--- config.mk ---
export PLATFORM = sky130hd
export DESIGN_NAME = ioord_top
export DESIGN_NICKNAME = d
export VERILOG_FILES = /design/src/core/ioord_pkg.sv /design/src/core/ioord_sb_if.sv /design/src/core/ioord_top.sv /design/src/core/ioord_store_buffer.sv
export SDC_FILE = /design/constraint.sdc
export NUM_CORES = 1
export LEC_CHECK = 0
export BUFFER_PORTS_ARGS = -buffer_cell sky130_fd_sc_hd__buf_2
export CORE_MARGIN = 2
export CORE_UTILIZATION = 41
export CTS_CLUSTER_SIZE = 12
export DETAILED_ROUTE_END_ITERATION = 6
export HOLD_SLACK_MARGIN = 0.02
export PLACE_DENSITY = 0.66
export SLEW_MARGIN = 15
export SYNTH_ARGS = -nofsm -noshare
export SYNTH_HDL_FRONTEND = slang
export SYNTH_SLANG_ARGS = --single-unit
--- constraint.sdc ---
create_clock -name clk -period 5 [get_ports clk]
set_clock_uncertainty 0.05 [all_clocks]
set_input_delay 0.5 -clock clk [delete_from_list [all_inputs] [get_ports clk]]
set_output_delay 0.5 -clock clk [all_outputs]
set_load 0.02 [all_outputs]
--- src/core/ioord_pkg.sv ---
// Shared constants and types for the I/O access ordering block
package ioord_pkg;
   localparam int ADDR_W   = 32;
   localparam int DATA_W   = 32;
   localparam int SB_DEPTH = 4;
   localparam int SB_PTR_W = 2;
   localparam int SB_CNT_W = 3;

   localparam logic [SB_PTR_W-1:0] SB_PTR_RST  = 2'h0;
   localparam logic [SB_CNT_W-1:0] SB_CNT_RST  = 3'h0;
   localparam logic [SB_CNT_W-1:0] SB_CNT_FULL = 3'h4;
   localparam logic [ADDR_W-1:0]   ADDR_RST    = 32'h0;
   localparam logic [DATA_W-1:0]   DATA_RST    = 32'h0;

   // Access kinds presented by the pipeline
   typedef enum logic [2:0] {
      K_LOAD_WB,
      K_STORE_WB,
      K_LOAD_UC,
      K_STORE_UC,
      K_PORT_RD,
      K_PORT_WR,
      K_SERIALIZE
   } ioord_kind_t;
endpackage : ioord_pkg

--- src/core/ioord_sb_if.sv ---
// Connection between the ordering control and its store buffer
`timescale 1ns/1ps
interface ioord_sb_if;
   logic                       push;
   logic [ioord_pkg::ADDR_W-1:0] push_addr;
   logic [ioord_pkg::DATA_W-1:0] push_data;
   logic                       full;
   logic                       empty;
   logic                       head_valid;
   logic [ioord_pkg::ADDR_W-1:0] head_addr;
   logic [ioord_pkg::DATA_W-1:0] head_data;
   logic                       pop;

   modport fifo (input push, push_addr, push_data, pop,
                 output full, empty, head_valid, head_addr, head_data);
   modport user (output push, push_addr, push_data, pop,
                 input full, empty, head_valid, head_addr, head_data);
endinterface : ioord_sb_if

--- src/core/ioord_top.sv ---
// Load/store ordering control between pipeline, store buffer and system bus
`timescale 1ns/1ps
module ioord_top (
   input  wire logic                         clk,
   input  wire logic                         rst,
   input  wire logic                         ce,
   input  wire logic                         req_valid,
   input  wire ioord_pkg::ioord_kind_t       req_kind,
   input  wire logic [ioord_pkg::ADDR_W-1:0] req_addr,
   input  wire logic [ioord_pkg::DATA_W-1:0] req_wdata,
   input  wire logic                         cache_hit,
   input  wire logic [ioord_pkg::DATA_W-1:0] cache_rdata,
   output logic                              req_done,
   output logic [ioord_pkg::DATA_W-1:0]      req_rdata,
   output logic                              bus_req,
   output logic                              bus_we,
   output logic                              bus_io,
   output logic [ioord_pkg::ADDR_W-1:0]      bus_addr,
   output logic [ioord_pkg::DATA_W-1:0]      bus_wdata,
   input  wire logic                         bus_ack,
   input  wire logic [ioord_pkg::DATA_W-1:0] bus_rdata,
   output logic                              buffer_empty
);
   typedef enum logic [1:0] {
      S_IDLE,
      S_DRAIN,
      S_LAUNCH,
      S_WAIT
   } ioord_state_t;

   ioord_state_t                 state;
   ioord_state_t                 next_state;
   logic                         next_done;
   logic [ioord_pkg::DATA_W-1:0] next_rdata;
   logic                         next_bus_req;
   logic                         next_bus_we;
   logic                         next_bus_io;
   logic [ioord_pkg::ADDR_W-1:0] next_bus_addr;
   logic [ioord_pkg::DATA_W-1:0] next_bus_wdata;
   logic                         bus_owner;
   logic                         next_bus_owner;

   ioord_sb_if sb ();

   ioord_store_buffer u_sb (
      .clk (clk),
      .rst (rst),
      .ce  (ce),
      .sb  (sb)
   );

   assign sb.push_addr = req_addr;
   assign sb.push_data = req_wdata;
   assign buffer_empty = sb.empty;

   // bus_owner high: the pipeline's own access; low: a store buffer drain
   always_comb
   begin
      next_state     = state;
      next_done      = 1'b0;
      next_rdata     = req_rdata;
      next_bus_req   = bus_req;
      next_bus_we    = bus_we;
      next_bus_io    = bus_io;
      next_bus_addr  = bus_addr;
      next_bus_wdata = bus_wdata;
      next_bus_owner = bus_owner;
      sb.push        = 1'b0;
      sb.pop         = 1'b0;
      if (bus_req && bus_ack)
      begin
         next_bus_req = 1'b0;
         sb.pop       = !bus_owner;
      end
      case (state)
         S_IDLE:
         begin
            if (req_valid && !req_done)
            begin
               case (req_kind)
                  ioord_pkg::K_LOAD_WB:
                  begin
                     if (cache_hit)
                     begin
                        next_done  = 1'b1;
                        next_rdata = cache_rdata;
                     end
                     else
                     begin
                        next_state = S_LAUNCH;
                     end
                  end
                  ioord_pkg::K_STORE_WB:
                  begin
                     if (!sb.full)
                     begin
                        sb.push   = 1'b1;
                        next_done = 1'b1;
                     end
                  end
                  default:
                  begin
                     next_state = S_DRAIN;
                  end
               endcase
            end
         end
         S_DRAIN:
         begin
            // Empty only after the final drain write was acknowledged
            if (sb.empty && !bus_req)
            begin
               if (req_kind == ioord_pkg::K_SERIALIZE)
               begin
                  next_done  = 1'b1;
                  next_state = S_IDLE;
               end
               else
               begin
                  next_state = S_LAUNCH;
               end
            end
         end
         S_LAUNCH:
         begin
            if (!bus_req)
            begin
               next_bus_req   = 1'b1;
               next_bus_owner = 1'b1;
               next_bus_we    = (req_kind == ioord_pkg::K_STORE_UC) ||
                                (req_kind == ioord_pkg::K_PORT_WR);
               next_bus_io    = (req_kind == ioord_pkg::K_PORT_RD) ||
                                (req_kind == ioord_pkg::K_PORT_WR);
               next_bus_addr  = req_addr;
               next_bus_wdata = req_wdata;
               next_state     = S_WAIT;
            end
         end
         S_WAIT:
         begin
            // Writes too finish only on the acknowledge, so the next access waits
            if (bus_ack)
            begin
               next_done  = 1'b1;
               next_rdata = bus_rdata;
               next_state = S_IDLE;
            end
         end
         default:
         begin
            next_state = S_IDLE;
         end
      endcase
      // Drain the head store whenever the bus is free and no own access is due
      if ((state == S_IDLE || state == S_DRAIN) && !bus_req && sb.head_valid)
      begin
         next_bus_req   = 1'b1;
         next_bus_owner = 1'b0;
         next_bus_we    = 1'b1;
         next_bus_io    = 1'b0;
         next_bus_addr  = sb.head_addr;
         next_bus_wdata = sb.head_data;
      end
   end

   always_ff @(posedge clk or posedge rst)
   begin
      if (rst)
      begin
         state     <= S_IDLE;
         req_done  <= 1'b0;
         req_rdata <= ioord_pkg::DATA_RST;
         bus_req   <= 1'b0;
         bus_we    <= 1'b0;
         bus_io    <= 1'b0;
         bus_addr  <= ioord_pkg::ADDR_RST;
         bus_wdata <= ioord_pkg::DATA_RST;
         bus_owner <= 1'b0;
      end
      else if (ce)
      begin
         state     <= next_state;
         req_done  <= next_done;
         req_rdata <= next_rdata;
         bus_req   <= next_bus_req;
         bus_we    <= next_bus_we;
         bus_io    <= next_bus_io;
         bus_addr  <= next_bus_addr;
         bus_wdata <= next_bus_wdata;
         bus_owner <= next_bus_owner;
      end
   end
endmodule : ioord_top

--- src/core/ioord_store_buffer.sv ---
// First-in first-out store buffer for cacheable writes
`timescale 1ns/1ps
module ioord_store_buffer (
   input  wire logic  clk,
   input  wire logic  rst,
   input  wire logic  ce,
   ioord_sb_if.fifo   sb
);
   logic [ioord_pkg::ADDR_W-1:0]   mem_addr [ioord_pkg::SB_DEPTH];
   logic [ioord_pkg::DATA_W-1:0]   mem_data [ioord_pkg::SB_DEPTH];
   logic [ioord_pkg::SB_PTR_W-1:0] wr_ptr;
   logic [ioord_pkg::SB_PTR_W-1:0] next_wr_ptr;
   logic [ioord_pkg::SB_PTR_W-1:0] rd_ptr;
   logic [ioord_pkg::SB_PTR_W-1:0] next_rd_ptr;
   logic [ioord_pkg::SB_CNT_W-1:0] count;
   logic [ioord_pkg::SB_CNT_W-1:0] next_count;
   logic                           empty_q;
   logic                           next_empty;

   // Count drops only when the bus acknowledges the head write
   always_comb
   begin
      next_wr_ptr = wr_ptr;
      next_rd_ptr = rd_ptr;
      next_count  = count;
      if (sb.push && !sb.full)
      begin
         next_wr_ptr = wr_ptr + 2'h1;
      end
      if (sb.pop && sb.head_valid)
      begin
         next_rd_ptr = rd_ptr + 2'h1;
      end
      next_count = count + {2'h0, sb.push && !sb.full} - {2'h0, sb.pop && sb.head_valid};
      next_empty = (next_count == ioord_pkg::SB_CNT_RST);
   end

   always_ff @(posedge clk or posedge rst)
   begin
      if (rst)
      begin
         wr_ptr  <= ioord_pkg::SB_PTR_RST;
         rd_ptr  <= ioord_pkg::SB_PTR_RST;
         count   <= ioord_pkg::SB_CNT_RST;
         empty_q <= 1'b1;
      end
      else if (ce)
      begin
         wr_ptr  <= next_wr_ptr;
         rd_ptr  <= next_rd_ptr;
         count   <= next_count;
         empty_q <= next_empty;
      end
   end

   always_ff @(posedge clk)
   begin
      if (ce && sb.push && !sb.full)
      begin
         mem_addr[wr_ptr] <= sb.push_addr;
         mem_data[wr_ptr] <= sb.push_data;
      end
   end

   assign sb.full       = (count == ioord_pkg::SB_CNT_FULL);
   assign sb.empty      = empty_q;
   assign sb.head_valid = !empty_q;
   assign sb.head_addr  = mem_addr[rd_ptr];
   assign sb.head_data  = mem_data[rd_ptr];
endmodule : ioord_store_buffer

**After elaboration in Yosys (flattened, before gate mapping)**

Memory sizes are Yosys's and may differ from the RTL's.
Index checks and enable logic that the tools add are counted.

- Add/subtract/negate cells: 4
- Multiply operators: 0
- Div/mod/pow operators: 0
- Magnitude comparators: 0
- Equality and inequality tests: 18
- Shift-type cells: 0
- Muxes and demuxes: 46
- Bitwise logic cells: 0
- Reductions and logical operators: 27

Operators with widths:

| operator | number |
|---|---|
| 32-bit two-way mux | 10 |
| 32-bit case mux with 2 select lines | 1 |
| 1-bit two-way mux | 25 |
| 3-bit == test (second input constant) | 4 |
| 2-bit two-way mux | 6 |
| 2-bit inequality test (second input constant) | 6 |
| 1-bit logical AND | 9 |
| 2-bit case mux with 4 select lines | 1 |
| 7-bit AND reduction | 1 |
| 3-bit zero test | 2 |
| 6-bit AND reduction | 1 |
| 1-bit zero test | 5 |
| 2-bit by 1-bit adder with 2-bit output (second input constant) | 2 |
| 2-bit == test (second input constant) | 2 |
| 2-bit by 1-bit inequality test with 1-bit output (second input constant) | 2 |
| 2-bit case mux with 2 select lines | 1 |
| 2-bit AND reduction | 2 |
| 2-bit nonzero test | 2 |
| 3-bit by 1-bit adder with 3-bit output | 1 |
| 3-bit by 1-bit == test with 1-bit output (second input constant) | 1 |
| 3-bit by 2-bit == test with 1-bit output (second input constant) | 1 |
| 1-bit logical OR | 3 |
| 3-bit inequality test (second input constant) | 1 |
| 1-bit case mux with 3 select lines | 1 |
| 5 further kinds | 5 |

- Register bits after elaboration: 111
- Bits in latches: 0
- RAM bits: 256
- Bits in read-only memories: 0
- Output and inout port bits: 101
- Word-level logic and storage cells: 110
- Memories: 2

Memories:

| memory | depth | width | rd ports | clocked after Yosys merged registers in | write ports | RTL line | RTL |
|---|---|---|---|---|---|---|---|
| u_sb.mem_addr | 4 | 32 | 1 | 0 | 1 | ioord_store_buffer.sv:9 | `logic [ioord_pkg::ADDR_W-1:0] mem_addr [ioord_pkg::SB_DEPTH];` |
| u_sb.mem_data | 4 | 32 | 1 | 0 | 1 | ioord_store_buffer.sv:10 | `logic [ioord_pkg::DATA_W-1:0] mem_data [ioord_pkg::SB_DEPTH];` |

**Logic depth before layout (Yosys ltp)**

- Depth after elaboration: 9
- Depth in mapped cells: 10
- Mapped depth without buffers: 10

**Hierarchy**

From an unflattened synthesis, not the netlist that was laid out.

- Cells, all modules: 825
- Area total of the unflattened synthesis: 14845.5 sq um

By module, submodules not included:

| module | times used | cells each | area each (sq um) | sequential area each (sq um) |
|---|---|---|---|---|
| ioord_store_buffer | 1 | 384 | 9733.1 | 7888.8 |
| ioord_top | 1 | 441 | 5112.4 | 2577.5 |

**Worst setup path before layout**

No wires, ideal clock.

- Path type: input port to flip-flop
- Start: in req_kind[1]
- End: mem u_sb.mem_addr[0][0] (netlist name) (enable)
- Setup time: 0.429 ns
- Arrival: 2.744 ns
- Data required time: 4.521 ns
- Setup slack: 1.777 ns
- Stages on the path: 4
- Buffers on the path: 1
- Cells stage by stage: nor4_2 > and4b_1 > clkbuf_1 > and3_1

- Cells in the longest elaborated chain, start to end: 8

RTL lines:

| item | RTL line | RTL |
|---|---|---|
| from (decl) | ioord_top.sv:8 | `input wire ioord_pkg::ioord_kind_t req_kind,` |
| 3-bit by 1-bit == test with 1-bit output | ioord_top.sv:80 | `case (req_kind)` |
| 1-bit two-way mux | ioord_top.sv:80 |  |
| 1-bit two-way mux | ioord_top.sv:78 | `if (req_valid && !req_done)` |
| 1-bit two-way mux | ioord_top.sv:75 | `case (state)` |
| 1-bit logical AND (2 in series) | ioord_store_buffer.sv:58 | `if (ce && sb.push && !sb.full)` |
| 1-bit two-way mux | ioord_store_buffer.sv:58 |  |
| 1-bit two-way mux (implied by the code) | ioord_store_buffer.sv:60 | `mem_addr[wr_ptr] <= sb.push_addr;` |
| to (decl) | ioord_store_buffer.sv:9 |  |

No other way between the ends.

**Worst setup path in the final report**

- Start: reg state[1]
- End: reg bus_wdata[8] (netlist name)

- Cells in the longest elaborated chain, start to end: 6
- Elaborated cells on any way between the ends: 10
- Those cells by class: eq/ne: 3; mux: 1; reduce/logical: 6

RTL lines:

| item | RTL line | RTL |
|---|---|---|
| from (decl) | ioord_top.sv:31 | `ioord_state_t state;` |
| from (signal assigned) | ioord_top.sv:182 | `state <= next_state;` |
| 2-bit by 1-bit == test with 1-bit output or 2-bit zero test (tied branches) | ioord_top.sv:155 | `if ((state == S_IDLE \|\| state == S_DRAIN) && !bus_req && sb.head_valid)` |
| 1-bit logical OR | ioord_top.sv:155 |  |
| 1-bit logical AND (2 in series) | ioord_top.sv:155 |  |
| 2-bit by 1-bit inequality test with 1-bit output (no line) or 2-bit nonzero test (tied branches) | n/a |  |
| 3-bit AND reduction (no line) | n/a |  |
| to (signal assigned) | ioord_top.sv:177 | `bus_wdata <= ioord_pkg::DATA_RST;` |
| to (signal assigned) | ioord_top.sv:189 | `bus_wdata <= next_bus_wdata;` |
| to (decl) | ioord_top.sv:19 | `output logic [ioord_pkg::DATA_W-1:0] bus_wdata,` |

Parallel ways exist; a longest one is shown, timed or not.
A chain may end at the register's enable or synchronous reset.

==> metrics <==
outcome finished, final reports clean; wire length of the first global-routing pass 47270 um; data arrival time of the worst path 3.28 ns; cell count after synthesis 891; count of cells along the worst register-to-register path 5; remaining antenna violation count after routing 0; share of post-route cells with drive strength above 1 37.77%; data required time at the worst endpoint 5.39 ns; clock period minus worst slack 2.894 ns; global routing usage summed across all routing layers 16.63%; Worst-path clk slew 0.06 ns; width of the die 193.1 um; Leakage 6.502 nW; buffer levels on the longest clock path 3; number of remaining DRC errors 0; critical path cell sequence nand2_4 > o2111a_4 > buf_4 > nor2_1 > a31oi_1; sequential-to-total area share from yosys stat 71.36%; latest clock arrival within the worst-skew pair 0.52 ns; worst flop-to-flop path startpoint state[1]$_DFFE_PP0P_; number of endpoints failing setup at the final stage 0; total congestion overflow 0; quantity of I/O buffers inserted on ports 237; first-pass detailed-route iteration total 5; library cells used by synthesis 49; Wirelength per Cell 19.42 um; Mapped Nets 1035; num ports 238; final design area excluding fillers 17480 um^2; setup tns final 0 ns; CTS buffer count 39; critical path buffer and inverter count 1; vias in the first global route 8260; Setup WS pre-CTS 2.087 ns; f_max 345.5 MHz; type of the worst setup path reg2reg; switching power 0.003303 W; setup repair after global routing missed its margin false; total length of routed wires 31330 um; area of the mapped netlist 14670 um^2; vias after detailed routing 8313; y dimension of the die 193.1 um; switching share of power 32.91%; type of element launching the critical path flip-flop; post-route clock period utilization 57.88%; longest individual stage delay on the worst path 0.99 ns; fraction of registers with async set/reset 30.25%; average size of a mapped cell 16.46 um^2; total number of yosys warnings 0; fin worst setup slack 2.106 ns; Critical-path top delay cell o2111a_4; hold violation total from the final report 0; maximum number of pins on one net before global-route repair 112; class of the tightest hold or removal check in2async; clock sink count 367; kind of cell adding the most delay to the critical path compound AO/OA/AOI/OAI gates; fraction of power consumed by combinational cells 30.5%; number of H-tree levels 2; routed vias/inst 5.154; number of slew-limit violations in the final report 0; transition at the pin with the smallest max-transition slack 1.130 ns; placed instance area 16230 um^2; buffers inserted during post-CTS setup optimization 0; most used flip-flop cell after synthesis edfxtp_1; final net count 1263; number of hold buffers added after cts 0; count of max-cap constraint violations 0; die outline area 37300 um^2; max_slew headroom 24.48%; Clock Tree Root clkbuf_16; clock tree from TritonCTS done; internal power 0.006732 W; Post-DP HPWL 18340 um; post-cts gate resize count 0; violation count after the first detailed-routing iteration 375; worst vdd rail ir drop 0.2949 mV; initial cell density of the core 41.44%; number of fill cells in the layout 3032; power density over the cells 574.0 nW/um^2; Reg2Reg Setup Slack 2.11 ns; Worst Path Max Fanout 101; Post-synth EDFFs 256; relative contribution of the clock network to total power 27.7%; Final GP Congestion 0.7535; critical register-to-register path endpoint bus_wdata[8]$_DFFE_PP0P_; share of total power in sequential cells 41.8%; antenna violations before repair 7; synthesized flop and latch total 367; # rows 69; Area Growth Syn to Fin 19.20%; Core Footprint 35400 um^2; category of the worst setup path capture point flip-flop
cell usage after synthesis (2+ instances only):
cell type / count / area (um^2)
xor2_1: 2 / 17.52
buf_4: 7 / 52.55
nand3_1: 4 / 20.02
nand2_1: 137 / 514.2
dfrtp_1: 110 / 2753
inv_1: 10 / 37.54
o21ai_0: 4 / 20.02
ha_1: 6 / 75.07
buf_6: 3 / 33.78
nor3_1: 3 / 15.01
mux4_2: 64 / 1441
and3_1: 4 / 25.02
mux2_4: 10 / 150.1
buf_1: 3 / 11.26
xnor2_1: 5 / 43.79
buf_2: 20 / 100.1
edfxtp_1: 256 / 7687
mux2_2: 50 / 563.0
nor2_1: 70 / 262.8
nor2b_1: 3 / 18.77
a31oi_1: 66 / 412.9
a21oi_1: 4 / 20.02
mux2_1: 4 / 45.04
clkbuf_1: 21 / 78.83
cell usage in the layout (no fill, tap or decap), drive strengths merged, types with 2 or more instances in the layout:
| master | n |
|---|---|
| xnor2 | 5 |
| nand3 | 4 |
| inv | 12 |
| and3 | 4 |
| nor2 | 70 |
| nor2b | 3 |
| ha | 6 |
| dfrtp | 110 |
| diode | 3 |
| a31oi | 66 |
| nand2 | 138 |
| bufinv | 2 |
| mux4 | 64 |
| xor2 | 2 |
| clkinv | 5 |
| mux2 | 64 |
| buf | 241 |
| clkbuf | 62 |
| o21ai | 4 |
| edfxtp | 256 |
| a21oi | 5 |
| nor3 | 4 |
per-stage QoR:
stage / cells / total power [W] / hold slack, ns / utilization, %
3_3_place_gp: 1539 / 0.007334 / 0.4129 / 45.86
2_1_floorplan: 891 / 0.006494 / 0.4244 / -
3_5_place_dp: 1539 / 0.007389 / 0.4224 / 45.86
4_1_cts: 1610 / 0.01020 / 0.1387 / 49.36
5_1_grt: 1612 / 0.01063 / 0.1577 / 49.38
6_report: 1613 / 0.01003 / 0.1153 / 49.39
sequential cells by signal (all words and copies together) (netlist names):
name,flops
bus_we,1
bus_io,1
bus_owner,1
u_sb.rd_ptr,2
state,2
req_rdata,32
req_done,1
bus_addr,32
u_sb.mem_data,128
bus_req,1
bus_wdata,32
u_sb.wr_ptr,2
u_sb.mem_addr,128
u_sb.count,3
u_sb.sb.empty,1
how the worst max path moves through the flow:
| stage | from | endpoint | cells past startpoint |
|---|---|---|---|
| after floorplan | rst | bus_addr[0]$_DFFE_PP0P_ | 1 |
| after detailed placement | state[1]$_DFFE_PP0P_ | bus_wdata[5]$_DFFE_PP0P_ | 5 |
| final | state[1]$_DFFE_PP0P_ | bus_wdata[8]$_DFFE_PP0P_ | 5 |
| after global routing | state[1]$_DFFE_PP0P_ | bus_wdata[5]$_DFFE_PP0P_ | 5 |
| after global placement | state[1]$_DFFE_PP0P_ | u_sb.mem_data[2][2]$_DFFE_PP_ | 3 |
| after CTS | state[1]$_DFFE_PP0P_ | bus_wdata[8]$_DFFE_PP0P_ | 5 |
cell families after synthesis:
| kind of cell | Yosys count | share of synthesized area, % |
|---|---|---|
| fa+ha+maj | 7 | 0.6483 |
| mux | 129 | 15.07 |
| xor+xnor | 7 | 0.4180 |
| flops | 367 | 71.36 |
| compound gates | 84 | 3.822 |
| buf+inv | 64 | 2.141 |
| simple gates | 233 | 6.543 |
area by class of cell:
class,instances,area (um^2),share of cell area (%)
clock inverters,9,107.6,0.6155
inverters,10,45.04,0.2576
multi-input cells,460,3923,22.44
well taps,461,576.8,3.299
flip-flops and latches,367,10470,59.91
repair buffers,241,1216,6.956
diodes,3,7.507,0.04294
clock buffers,62,1134,6.484
per-layer routing:
metal | GRT usage, % | vias up | routed length (um) | part of all wire, %
met5 | 0 | - | 51 | 0.16
met4 | 3.351 | 8 | 434 | 1.4
met3 | 4.326 | 48 | 2277 | 7.3
met2 | 27.72 | 293 | 14870 | 47
met1 | 22.20 | 4128 | 13700 | 44
li1 | - | 3836 | - | -
worst register-to-register path, delay by kind of cell (launching register included):
kind / cells / cell delay, ns
compound gates: 2 / 1.17
flops: 1 / 0.56
simple gates: 2 / 0.56
buf+inv: 1 / 0.50
power by group through the flow:
stage,combinational (W),clock [W],sequential [W]
after floorplan,0.00198,0,0.00452
after global placement,0.00308,0,0.00426
after detailed placement,0.00311,0,0.00427
after CTS,0.00313,0.00286,0.00422
after global routing,0.00338,0.00297,0.00428
final,0.00306,0.00278,0.00419
Power figures use the tool's default switching activity.
